`src/hw/rsc_pkg.sv`:
```
// constants, types and field layouts of the redundancy switch controller
package rsc_pkg;
    localparam int CLK_HZ = 25000000;
    localparam int BAUD = 9600;
    localparam int BIT_CYC = CLK_HZ / BAUD;
    localparam logic [11:0] BIT_CNT = 12'(BIT_CYC - 1);
    localparam logic [11:0] HALF_CNT = 12'(BIT_CYC / 2 - 1);
    localparam int PF_N = 4;
    // register byte offsets
    localparam logic [4:0] OFS_STATUS = 5'h00;
    localparam logic [4:0] OFS_CFG = 5'h04;
    localparam logic [4:0] OFS_NOM_ONE = 5'h08;
    localparam logic [4:0] OFS_NOM_TWO = 5'h0c;
    localparam logic [4:0] OFS_NOM_BACKUP = 5'h10;
    // cfg fields
    localparam int CFG_RS485 = 0;
    localparam int CFG_LATCH = 1;
    localparam int CFG_ADDR_LO = 8;
    // status fields
    localparam int ST_POS_LO = 0;
    localparam int ST_MODE_LO = 4;
    localparam int ST_PRIO_LO = 8;
    localparam int ST_ALARM_LO = 12;
    localparam int ST_PWR = 16;
    localparam int ST_LATCH = 17;
    localparam logic [11:0] NOM_RST = 12'h000;
    localparam logic [1:0] PRIO_RST = 2'h1;
    // switch positions
    localparam logic [1:0] POS_NONE = 2'h0;
    localparam logic [1:0] POS_ONE = 2'h1;
    localparam logic [1:0] POS_TWO = 2'h2;
    // framing characters
    localparam logic [7:0] CH_OPEN = 8'h7b;
    localparam logic [7:0] CH_CLOSE = 8'h7d;
    localparam logic [7:0] CH_ACK = 8'h3e;
    localparam logic [7:0] CH_CLS_CMD = 8'h43;
    localparam logic [7:0] CH_CMD_POS = 8'h41;
    localparam logic [7:0] CH_CMD_PRIO = 8'h50;
    localparam logic [7:0] CH_CMD_RESET = 8'h42;
    localparam logic [7:0] CH_ZERO = 8'h30;
    localparam logic [9:0] TX_IDLE_SH = 10'h3ff;

    typedef enum logic [1:0] {RX_IDLE, RX_START, RX_DATA, RX_STOP} rsc_rx_t;
    typedef enum logic [2:0] {P_IDLE, P_ADDR1, P_ADDR2, P_CLASS, P_CODE, P_DATA} rsc_prs_t;

    typedef struct packed {
        logic [11:0] one;
        logic [11:0] two;
        logic [11:0] backup;
    } rsc_amps_t;

    typedef struct packed {
        logic manual;
        logic up;
        logic down;
        logic reset;
    } rsc_panel_t;

    typedef struct packed {
        logic manual;
        logic remote;
        logic auto_mode;
        logic [2:0] alarm;
        logic power;
    } rsc_leds_t;
endpackage : rsc_pkg

```
`src/hw/rsc_ctrl.sv`:
```
// redundancy switch controller: mode arbitration, alarms, serial command parser, register slave
//
// Implementation choices: the Avalon-MM register port and the register offsets.
module rsc_ctrl
    import rsc_pkg::*;
// bit-time counts default to 9600 baud; a shorter bit time keeps link tests quick
#(
    parameter logic [11:0] BIT_LAST = BIT_CNT,
    parameter logic [11:0] BIT_HALF = HALF_CNT
) (
    input wire logic clk,
    input wire logic srst,
    input wire logic [4:0] avs_address,
    input wire logic avs_read,
    input wire logic avs_write,
    input wire logic [31:0] avs_writedata,
    input wire logic [3:0] avs_byteenable,
    output logic [31:0] avs_readdata,
    output logic avs_waitrequest,
    input wire logic uart_rx,
    output logic uart_tx,
    input wire rsc_panel_t panel,
    input wire rsc_amps_t amp_current,
    input wire logic [PF_N-1:0] pwr_fail,
    output logic [1:0] switch_pos,
    output rsc_leds_t leds,
    output logic alarm_relay
);
    typedef struct packed {
        logic rx_m;
        logic rx_s;
        rsc_panel_t pan_m;
        rsc_panel_t pan_s;
        rsc_panel_t pan_q;
        logic [PF_N-1:0] pf_m;
        logic [PF_N-1:0] pf_s;
        rsc_rx_t rxst;
        logic [11:0] rx_cnt;
        logic [2:0] rx_bit;
        logic [7:0] rx_sh;
        logic tx_busy;
        logic [11:0] tx_cnt;
        logic [3:0] tx_bit;
        logic [9:0] tx_sh;
        logic ack_pend;
        rsc_prs_t pst;
        logic [6:0] addr;
        logic [7:0] cls;
        logic [7:0] code;
        logic [7:0] dat;
        logic [1:0] ndat;
        logic remote;
        logic [1:0] rpos;
        logic [1:0] mpos;
        logic [1:0] prio;
        logic latch2;
        logic [1:0] pos;
        logic [2:0] alarm;
        logic pwr;
        logic [11:0] nom_one;
        logic [11:0] nom_two;
        logic [11:0] nom_backup;
        logic cfg_rs485;
        logic cfg_latch;
        logic [4:0] cfg_addr;
        logic ack;
        logic [31:0] rdata;
    } rsc_state_t;

    rsc_state_t s;
    rsc_state_t next_s;

    // more than 15 percent off: |meas-nom|*100 > nom*15, scaled down by 5
    function automatic logic cur_alarm(input logic [11:0] meas, input logic [11:0] nom);
        logic [11:0] diff;
        diff = (meas > nom) ? meas - nom : nom - meas;
        return ({6'h00, diff} * 18'h00014) > ({6'h00, nom} * 18'h00003);
    endfunction : cur_alarm

    function automatic logic [31:0] be_merge(input logic [31:0] old, input logic [31:0] wd,
                                             input logic [3:0] be);
        logic [31:0] r;
        r = old;
        for (int i = 0; i < 4; i++) begin
            if (be[i]) begin
                r[i*8 +: 8] = wd[i*8 +: 8];
            end
        end
        return r;
    endfunction : be_merge

    function automatic logic is_digit(input logic [7:0] c);
        return c >= CH_ZERO && c <= 8'h39;
    endfunction : is_digit

    logic bus_req;
    assign bus_req = avs_read | avs_write;
    assign avs_waitrequest = bus_req & ~s.ack;
    assign avs_readdata = s.rdata;
    assign uart_tx = s.tx_sh[0];
    assign switch_pos = s.pos;
    assign alarm_relay = s.pwr;

    always_comb begin
        logic rx_valid;
        logic manual;
        logic up_p;
        logic down_p;
        logic reset_p;
        logic do_reset;
        logic frame_ok;
        logic [1:0] auto_pos;
        logic [6:0] digit;
        logic [31:0] wd;
        rx_valid = 1'b0;
        do_reset = 1'b0;
        frame_ok = 1'b0;
        wd = 32'h0000_0000;
        next_s = s;

        // two-flop synchronisers for pins
        next_s.rx_m = uart_rx;
        next_s.rx_s = s.rx_m;
        next_s.pan_m = panel;
        next_s.pan_s = s.pan_m;
        next_s.pan_q = s.pan_s;
        next_s.pf_m = pwr_fail;
        next_s.pf_s = s.pf_m;
        manual = s.pan_s.manual;
        up_p = s.pan_s.up & ~s.pan_q.up;
        down_p = s.pan_s.down & ~s.pan_q.down;
        reset_p = s.pan_s.reset & ~s.pan_q.reset;
        digit = 7'(s.rx_sh - CH_ZERO);

        // receiver, sampled mid-bit
        case (s.rxst)
            RX_IDLE: begin
                if (!s.rx_s) begin
                    next_s.rxst = RX_START;
                    next_s.rx_cnt = 12'h000;
                end
            end
            RX_START: begin
                next_s.rx_cnt = s.rx_cnt + 12'h001;
                if (s.rx_cnt == BIT_HALF) begin
                    next_s.rx_cnt = 12'h000;
                    next_s.rx_bit = 3'h0;
                    next_s.rxst = s.rx_s ? RX_IDLE : RX_DATA;
                end
            end
            RX_DATA: begin
                next_s.rx_cnt = s.rx_cnt + 12'h001;
                if (s.rx_cnt == BIT_LAST) begin
                    next_s.rx_cnt = 12'h000;
                    next_s.rx_sh = {s.rx_s, s.rx_sh[7:1]};
                    next_s.rx_bit = s.rx_bit + 3'h1;
                    if (s.rx_bit == 3'h7) begin
                        next_s.rxst = RX_STOP;
                    end
                end
            end
            RX_STOP: begin
                next_s.rx_cnt = s.rx_cnt + 12'h001;
                if (s.rx_cnt == BIT_LAST) begin
                    // a byte with a broken stop bit is dropped
                    rx_valid = s.rx_s;
                    next_s.rxst = RX_IDLE;
                end
            end
            default: next_s.rxst = RX_IDLE;
        endcase

        // frame parser
        if (rx_valid) begin
            if (s.rx_sh == CH_OPEN) begin
                next_s.pst = s.cfg_rs485 ? P_ADDR1 : P_CLASS;
                next_s.ndat = 2'h0;
            end else begin
                case (s.pst)
                    P_IDLE: next_s.pst = P_IDLE;
                    P_ADDR1: begin
                        next_s.addr = 7'(digit * 7'd10);
                        next_s.pst = is_digit(s.rx_sh) ? P_ADDR2 : P_IDLE;
                    end
                    P_ADDR2: begin
                        next_s.addr = s.addr + digit;
                        next_s.pst = is_digit(s.rx_sh) ? P_CLASS : P_IDLE;
                    end
                    P_CLASS: begin
                        next_s.cls = s.rx_sh;
                        next_s.pst = P_CODE;
                    end
                    P_CODE: begin
                        next_s.code = s.rx_sh;
                        next_s.pst = (s.rx_sh == CH_CLOSE) ? P_IDLE : P_DATA;
                    end
                    P_DATA: begin
                        if (s.rx_sh == CH_CLOSE) begin
                            next_s.pst = P_IDLE;
                            frame_ok = s.cls == CH_CLS_CMD &&
                                       (!s.cfg_rs485 || s.addr == {2'h0, s.cfg_addr});
                        end else begin
                            if (s.ndat == 2'h0) begin
                                next_s.dat = s.rx_sh;
                            end
                            if (s.ndat != 2'h3) begin
                                next_s.ndat = s.ndat + 2'h1;
                            end
                        end
                    end
                    default: next_s.pst = P_IDLE;
                endcase
            end
        end

        // command execution; anything else is dropped silently
        if (frame_ok) begin
            case (s.code)
                CH_CMD_POS: begin
                    if (s.ndat == 2'h1 && s.dat >= CH_ZERO && s.dat <= 8'h32) begin
                        next_s.ack_pend = 1'b1;
                        if (!manual) begin
                            next_s.remote = 1'b1;
                            next_s.rpos = s.dat[1:0];
                        end
                    end
                end
                CH_CMD_PRIO: begin
                    if (s.ndat == 2'h1 && (s.dat == 8'h31 || s.dat == 8'h32)) begin
                        next_s.prio = s.dat[1:0];
                        next_s.ack_pend = 1'b1;
                    end
                end
                CH_CMD_RESET: begin
                    if (s.ndat == 2'h0) begin
                        do_reset = 1'b1;
                        next_s.ack_pend = 1'b1;
                    end
                end
                default: next_s.ack_pend = s.ack_pend;
            endcase
        end

        // alarms
        next_s.alarm[0] = cur_alarm(amp_current.one, s.nom_one);
        next_s.alarm[1] = cur_alarm(amp_current.two, s.nom_two);
        next_s.alarm[2] = cur_alarm(amp_current.backup, s.nom_backup);
        next_s.pwr = |s.pf_s;

        // automatic selection
        if (s.alarm[2]) begin
            auto_pos = POS_NONE;
        end else if (s.alarm[0] && s.alarm[1]) begin
            auto_pos = (s.prio == POS_TWO) ? POS_TWO : POS_ONE;
        end else if (s.alarm[0]) begin
            auto_pos = POS_ONE;
        end else if (s.alarm[1]) begin
            auto_pos = POS_TWO;
        end else begin
            auto_pos = POS_NONE;
        end
        if (s.latch2 && !s.alarm[2]) begin
            auto_pos = POS_TWO;
        end

        // panel reset behaves like the reset command
        if (reset_p || do_reset) begin
            next_s.remote = 1'b0;
            if (!s.alarm[0]) begin
                next_s.latch2 = 1'b0;
            end
        end

        // manual stepping: none -> one -> two -> none
        if (manual) begin
            if (!s.pan_q.manual) begin
                next_s.mpos = s.pos;
            end else if (up_p) begin
                next_s.mpos = (s.mpos == POS_TWO) ? POS_NONE : s.mpos + 2'h1;
            end else if (down_p) begin
                next_s.mpos = (s.mpos == POS_NONE) ? POS_TWO : s.mpos - 2'h1;
            end
        end

        if (manual) begin
            // hold the switch in the cycle that loads mpos, so no stale position shows
            next_s.pos = s.pan_q.manual ? s.mpos : s.pos;
        end else if (s.remote) begin
            next_s.pos = s.rpos;
        end else begin
            next_s.pos = auto_pos;
            if (s.cfg_latch && auto_pos == POS_TWO && !(reset_p || do_reset)) begin
                next_s.latch2 = 1'b1;
            end
        end

        // transmitter: '>' once per accepted command, also for a position command ignored in manual mode
        if (!s.tx_busy) begin
            if (s.ack_pend) begin
                next_s.ack_pend = frame_ok;
                next_s.tx_busy = 1'b1;
                next_s.tx_sh = {1'b1, CH_ACK, 1'b0};
                next_s.tx_cnt = 12'h000;
                next_s.tx_bit = 4'h0;
            end
        end else begin
            next_s.tx_cnt = s.tx_cnt + 12'h001;
            if (s.tx_cnt == BIT_LAST) begin
                next_s.tx_cnt = 12'h000;
                next_s.tx_sh = {1'b1, s.tx_sh[9:1]};
                next_s.tx_bit = s.tx_bit + 4'h1;
                if (s.tx_bit == 4'h9) begin
                    next_s.tx_busy = 1'b0;
                end
            end
        end

        // avalon slave: one wait cycle, then the access completes
        next_s.ack = bus_req & ~s.ack;
        if (bus_req && !s.ack) begin
            case (avs_address)
                OFS_STATUS: begin
                    next_s.rdata = 32'h0000_0000;
                    next_s.rdata[ST_POS_LO +: 2] = s.pos;
                    next_s.rdata[ST_MODE_LO +: 3] = {~manual & ~s.remote, s.remote & ~manual, manual};
                    next_s.rdata[ST_PRIO_LO +: 2] = s.prio;
                    next_s.rdata[ST_ALARM_LO +: 3] = s.alarm;
                    next_s.rdata[ST_PWR] = s.pwr;
                    next_s.rdata[ST_LATCH] = s.latch2;
                end
                OFS_CFG: begin
                    next_s.rdata = 32'h0000_0000;
                    next_s.rdata[CFG_RS485] = s.cfg_rs485;
                    next_s.rdata[CFG_LATCH] = s.cfg_latch;
                    next_s.rdata[CFG_ADDR_LO +: 5] = s.cfg_addr;
                end
                OFS_NOM_ONE: next_s.rdata = {20'h00000, s.nom_one};
                OFS_NOM_TWO: next_s.rdata = {20'h00000, s.nom_two};
                OFS_NOM_BACKUP: next_s.rdata = {20'h00000, s.nom_backup};
                default: next_s.rdata = 32'h0000_0000;
            endcase
        end
        if (avs_write && s.ack) begin
            case (avs_address)
                OFS_CFG: begin
                    wd = be_merge({19'h00000, s.cfg_addr, 6'h00, s.cfg_latch, s.cfg_rs485},
                                  avs_writedata, avs_byteenable);
                    next_s.cfg_rs485 = wd[CFG_RS485];
                    next_s.cfg_latch = wd[CFG_LATCH];
                    next_s.cfg_addr = wd[CFG_ADDR_LO +: 5];
                end
                OFS_NOM_ONE: begin
                    wd = be_merge({20'h00000, s.nom_one}, avs_writedata, avs_byteenable);
                    next_s.nom_one = wd[11:0];
                end
                OFS_NOM_TWO: begin
                    wd = be_merge({20'h00000, s.nom_two}, avs_writedata, avs_byteenable);
                    next_s.nom_two = wd[11:0];
                end
                OFS_NOM_BACKUP: begin
                    wd = be_merge({20'h00000, s.nom_backup}, avs_writedata, avs_byteenable);
                    next_s.nom_backup = wd[11:0];
                end
                default: wd = 32'h0000_0000;
            endcase
        end
    end

    always_ff @(posedge clk) begin
        if (srst) begin
            s <= '0;
            s.rx_m <= 1'b1;
            s.rx_s <= 1'b1;
            s.tx_sh <= TX_IDLE_SH;
            s.prio <= PRIO_RST;
            s.nom_one <= NOM_RST;
            s.nom_two <= NOM_RST;
            s.nom_backup <= NOM_RST;
        end else begin
            s <= next_s;
        end
    end

    // indicators
    assign leds.manual = s.pan_s.manual;
    assign leds.remote = s.remote & ~s.pan_s.manual;
    assign leds.auto_mode = ~s.remote & ~s.pan_s.manual;
    assign leds.alarm = s.alarm;
    assign leds.power = s.pwr;
endmodule : rsc_ctrl

```
`config.mk`:
```
export PLATFORM = sky130hd
export DESIGN_NAME = rsc_ctrl
export DESIGN_NICKNAME = d
export VERILOG_FILES = /design/src/hw/rsc_pkg.sv /design/src/hw/rsc_ctrl.sv
export SDC_FILE = /design/constraint.sdc
export NUM_CORES = 1
export LEC_CHECK = 0
export BUFFER_PORTS_ARGS = -buffer_cell sky130_fd_sc_hd__buf_2
export CELL_PAD_IN_SITES_DETAIL_PLACEMENT = 1
export CELL_PAD_IN_SITES_GLOBAL_PLACEMENT = 1
export CORE_ASPECT_RATIO = 1.75
export CORE_UTILIZATION = 25
export CTS_CLUSTER_SIZE = 14
export DETAILED_ROUTE_END_ITERATION = 7
export GPL_TIMING_DRIVEN = 1
export PLACE_DENSITY = 0.49
export SYNTH_ARGS = -nofsm -noshare
export SYNTH_HDL_FRONTEND = slang
export SYNTH_SLANG_ARGS = --single-unit
```
`constraint.sdc`:
```
create_clock -name clk -period 17.3 [get_ports clk]
set_clock_uncertainty 0.15 [all_clocks]
set_input_delay 3.46 -clock clk [delete_from_list [all_inputs] [get_ports clk]]
set_output_delay 3.46 -clock clk [all_outputs]
set_load 0.1 [all_outputs]
```
## Word level (Yosys, flattened, before mapping)

Cells that the tools add are included.

| storage, ports and cells | value |
|---|---|
| bits of input ports | 90 |
| word-level logic and storage cells | 250 |
| output and inout bits | 44 |
| register bits after elaboration | 201 |

| cells by class | value |
|---|---|
| bitwise gates (word level) | 15 |
| $add $sub $neg | 15 |
| $mul | 7 |
| reductions and logical operators | 50 |
| order comparisons | 10 |
| multiplexer cells | 62 |
| equality and inequality tests | 41 |

Operators with widths:

| operator | count |
|---|---|
| 18-bit case mux with 5 select lines | 1 |
| 12-bit subtractor | 6 |
| 14-bit case mux with 4 select lines | 1 |
| 27-bit two-way mux | 2 |
| 17-bit by 14-bit greater-than comparator with 1-bit output | 3 |
| 8-bit by 7-bit equality test with 1-bit output (second input constant) | 6 |
| 2-bit two-way mux | 24 |
| 12-bit by 3-bit multiplier with 15-bit output (second input constant) | 3 |
| 12-bit by 2-bit multiplier with 14-bit output (second input constant) | 3 |
| 3-bit AND reduction | 13 |
| 12-bit greater-than comparator | 3 |
| 12-bit two-way mux | 3 |
| 28-bit two-way mux | 1 |
| 25-bit two-way mux | 1 |
| 12-bit by 1-bit adder with 12-bit output (second input constant) | 2 |
| 12-bit equality test (second input constant) | 2 |
| 1-bit two-way mux | 20 |
| 17-bit two-way mux | 1 |
| 8-bit by 6-bit equality test with 1-bit output (second input constant) | 2 |
| 8-bit by 6-bit greater-or-equal comparator with 1-bit output (second input constant) | 2 |
| 8-bit by 6-bit <= comparator with 1-bit output (second input constant) | 2 |
| 2-bit != test (second input constant) | 8 |
| 3-bit case mux with 5 select lines | 1 |
| 14-bit two-way mux | 1 |
| other kinds (39) | 89 |

## Depth between registers and ports, before layout

| depth | value |
|---|---|
| depth after elaboration | 14 |
| mapped depth | 30 |
| depth with buffers taken out | 29 |

## Worst setup path before layout

No wires, ideal clock.

| timing path | value |
|---|---|
| path kind | in2reg |
| start point | in amp_current[0] (netlist bit) |
| end point | reg s, in the netlist leds[3] |
| stages | 25 |
| arrival time | 8.738 ns |
| data required time | 17.017 ns |
| setup slack | 8.279 ns |
| buffers on the path | 1 |
| library setup time | 0.133 ns |
| cell sequence | inv_1 ha_1 inv_1 fa_1 a211oi_1 o211ai_1 a21oi_1 nor2_2 clkbuf_1 mux2_2 ha_1 ha_1 fa_1 a211oi_1 nor2_1 or4_1 a31oi_1 xnor2_1 ha_1 a2111oi_0 nand3_1 a32oi_1 nor3b_1 and3_1 nor4_1 |

| between the ends | value |
|---|---|
| longest elaborated chain between the ends | 4 |
| elaborated cells on any way between the ends | 6 |
| classes of those cells | add/sub (2); mul (1); order compare (2); mux (1) |

RTL lines:

| element | line | text |
|---|---|---|
| from (decl) | rsc_ctrl.sv:23 | `input wire rsc_amps_t amp_current,` |
| 12-bit subtractor / 12-bit greater-than comparator (equally long branches) | rsc_ctrl.sv:76 | `diff = (meas > nom) ? meas - nom : nom - meas;` |
| 12-bit two-way mux * | rsc_ctrl.sv:76 |  |
| 12-bit by 3-bit multiplier with 15-bit output * | rsc_ctrl.sv:77 | `return ({6'h00, diff} * 18'h00014) > ({6'h00, nom} * 18'h00003);` |
| 17-bit by 14-bit greater-than comparator with 1-bit output * | rsc_ctrl.sv:77 |  |
| to (signal assigned) | rsc_ctrl.sv:380 | `s <= next_s;` |
| to (decl) | rsc_ctrl.sv:70 | `rsc_state_t s;` |

Mark *: on every way between the ends. The rest lies on a longest branch, timed or not.
A chain may end at the register's enable or synchronous reset.

## Worst setup path in the final report

Ends and elaborated chain as after synthesis.

==> metrics.csv <==
stage,metric,value,unit
sta,Worst slew margin,30.57,%
floorplanning,Row Count,121,
worst_setup_path,CP arrival,9.82,ns
route,drt first pass iters,5,
sta,Final Max Slew Viols,0,
worst_setup_path,Startpoint Class,input port,
global_route,initial antenna violation count,5,
pwr,pwr dens,78.29,nW/um^2
floorplanning,Chip Height,333.3,um
route,DRC Markers,0,
clock_tree,clk slew on worst S/H paths,0.07,ns
worst_setup_path,crit end category,flip-flop,
logic_synthesis,Cells after Synth,1955,
logic_synthesis,largest area contributor in the netlist,dfxtp_1,
layout,filler instances,7529,
clock_tree,clock latency on the worst-skew pair,0.45,ns
clock_tree,total CTS buffers,17,
global_route,total grt overflow,0,
place,Post-DP HPWL,41.46,mm
worst_setup_path,CP Data Required Time,17.44,ns
floorplanning,Core Box Area,62070,um^2
floorplanning,io pins,134,
outcome,outcome,"finished, final reports clean",
clock_tree,postcts setup bufs,0,
sta,final period utilization,55.91,%
sta,"Hold Vio Cnt, Final",0,
logic_synthesis,Synth top area share,23.75,%
logic_synthesis,Synth cell types,91,
sta,TNS Setup,0,ns
logic_synthesis,mean post-synth cell area,8.019,um^2
layout,post-layout util,27.84,%
layout,multi-input logic area,10920,um^2
global_route,Total GRT Usage,16.11,%
logic_synthesis,Post-synth EDFFs,0,
clock_tree,clock sinks,186,
route,DRT antenna net count,0,
clock_tree,Max Buffers Root-to-Sink,2,
global_route,first-pass GRT wire length,79.80,mm
job,Max-Cap Viols,0,
layout,share of post-route cells with drive strength above 1,9.091,%
place,Post-DP Area,16670,um^2
route,via density per instance,4.963,
logic_synthesis,Synth Register Bits,186,
logic_synthesis,ys flop type,dfxtp_1,
clock_tree,CTS tree,yes,
min_path,worst hold path type,reg -> reg,
logic_synthesis,Post-Syn Area,15680,um^2
logic_synthesis,Ys Warns,0,
sta,hold_ws,0.2621,ns
layout,sequential cell area,3724,um^2
floorplanning,Die X-Extent,191.3,um
place,GPL Wtd Cong,0.8264,
layout,Syn-to-layout area delta,10.24,%
worst_setup_path,CP Max Fanout,17,
logic_synthesis,Post-synth ARST share,0,%
clock_tree,H-tree Lvls,4,
route,DRT iter0 DRCs,464,
clock_tree,# hold bufs at CTS,0,
pwr,peak supply drop,0.00006725,V
logic_synthesis,sequential fraction of the synthesis area,23.75,%
sta,setup violators final,0,
floorplanning,initial core utilization,25.26,%
logic_synthesis,"top cells by area, synth","dfxtp_1 (24%), ha_1 (18%), a21oi_1 (6.7%), nand2_1 (4.1%), nor2_1 (4.1%)",
floorplanning,die area,63760,um^2
route,WL final,51.11,mm
layout,design area,17280,um^2
sta,minimum clock period,9.672,ns
place,port bufs,97,
route,drt wl/cell,18.31,um
clock_tree,CTS resizes,0,
worst_setup_path,crit path kind,in -> reg,
global_route,largest net degree at the start of global routing,105,
global_route,vias in the first global route,14787,
pwr,leakage power,7.172,nW
sta,Least-Margin Pin Slew,1.035,ns
pwr,final total power,1.353,mW
route,vias,13856,
clock_tree,CTS Root Buffer Type,clkbuf_16,
sta,RSZ-0062 raised after global routing,false,
layout,nets,2313,
sta,FMAX,0.1034,GHz
## final cells by class
type                    instances  share of cell area, %
flip-flops and latches        186                  21.54
clock inverters                14                  1.035
clock buffers                  18                  2.483
diodes                          2                0.02896
inverters                     134                  2.910
repair buffers                101                  3.019
well taps                     799                  5.784
multi-input cells            1538                  63.19
## per-stage QoR
step / worst slack [ns] / cells
2_1_floorplan: 8.279 / 1969
3_3_place_gp: 7.237 / 2758
3_5_place_dp: 7.174 / 2758
4_1_cts: 7.604 / 2790
5_1_grt: 7.295 / 2790
6_report: 7.628 / 2792
## logic make-up after synthesis
group | count (synthesis) | synth area share (%)
AND/OR/NAND/NOR | 634 | 20.14
buffers and inverters | 245 | 6.959
AO/OA/AOI/OAI | 483 | 19.24
XOR/XNOR | 94 | 5.251
flip-flops | 186 | 23.75
adder cells (fa/ha/maj) | 245 | 20.22
multiplexers | 67 | 4.413
other | 1 | 0.02392
## cells in the final DEF, fill, tap and decap left out, types with 15 or more instances in the layout
cell	n
nand2_1	172
nor2b_1	46
a211oi_1	15
mux2i_1	53
nor3_1	29
buf_2	96
inv_1	134
a21oi_1	210
and3_1	28
nor2_1	172
ha_1	231
xnor2_1	62
clkbuf_16	17
nand4_1	20
nand3_1	74
o21ai_0	73
dfxtp_1	186
o21bai_1	18
xor2_1	32
conb_1	15
a21o_1	42
## per-layer routing
layer	global-route usage, %	wire [um]
met5	0	23
met4	5.252	1302
met3	2.136	1399
met2	31.95	28240
met1	16.89	20150
## report_power, final
group          switching (mW)  internal (mW)  leakage (nW)
logic                   0.296          0.200          5.37
clock network           0.204          0.209         0.298
registers              0.0101          0.433          1.50
total                   0.510          0.843          7.17
## sequential cells by signal, indices dropped and copies added (netlist names)
| signal | cells |
|---|---|
| s | 149 |
| avs_readdata | 17 |
| next_s | 12 |
| leds | 4 |
| switch_pos | 2 |
| alarm_relay | 1 |
| uart_tx | 1 |
## final timing paths
check | end | startpoint | slack (ns) | cells past startpoint
worst min register to register | s[199]$_SDFF_PP1_ | next_s[199]$_SDFF_PP1_ | 0.26 | 1
worst max register to register | leds[3]$_SDFF_PP0_ | s[51]$_SDFFE_PP0P_ | 10.15 | 23
worst min-delay path | s[199]$_SDFF_PP1_ | next_s[199]$_SDFF_PP1_ | 0.26 | 1
worst max-delay path | leds[3]$_SDFF_PP0_ | amp_current[0] | 7.63 | 26
## Yosys cell counts, types with 14 or more instances
master    number
ha_1         231
inv_1        134
o21ai_0       74
a21o_1        42
mux2i_1       53
nand2_1      172
a21oi_1      210
xor2_1        32
a211oi_1      15
fa_1          14
dfxtp_1      186
o21bai_1      18
xnor2_1       62
and3_1        28
nand4_1       20
buf_4         39
nor2_1       172
clkbuf_1      53
nor3_1        29
nand3_1       74
nor2b_1       46
## worst max-delay path, cell delays in order
cell,delay (ns)
buf_2,0.11
inv_1,0.04
ha_1,0.18
inv_1,0.09
fa_1,0.24
a211oi_1,0.12
o211ai_1,0.34
a21oi_1,0.23
nor2_2,0.68
mux2_2,0.45
nor3_1,0.22
xnor2_1,0.19
ha_1,0.27
ha_1,0.37
a211oi_1,0.26
nor2_1,0.11
or4_1,0.44
a31oi_1,0.22
xnor2_1,0.16
ha_1,0.29
a2111oi_0,0.42
nand3_1,0.14
a32oi_1,0.33
nor3b_1,0.21
and3_1,0.17
nor4_1,0.05
Power figures use the tool's default switching activity.
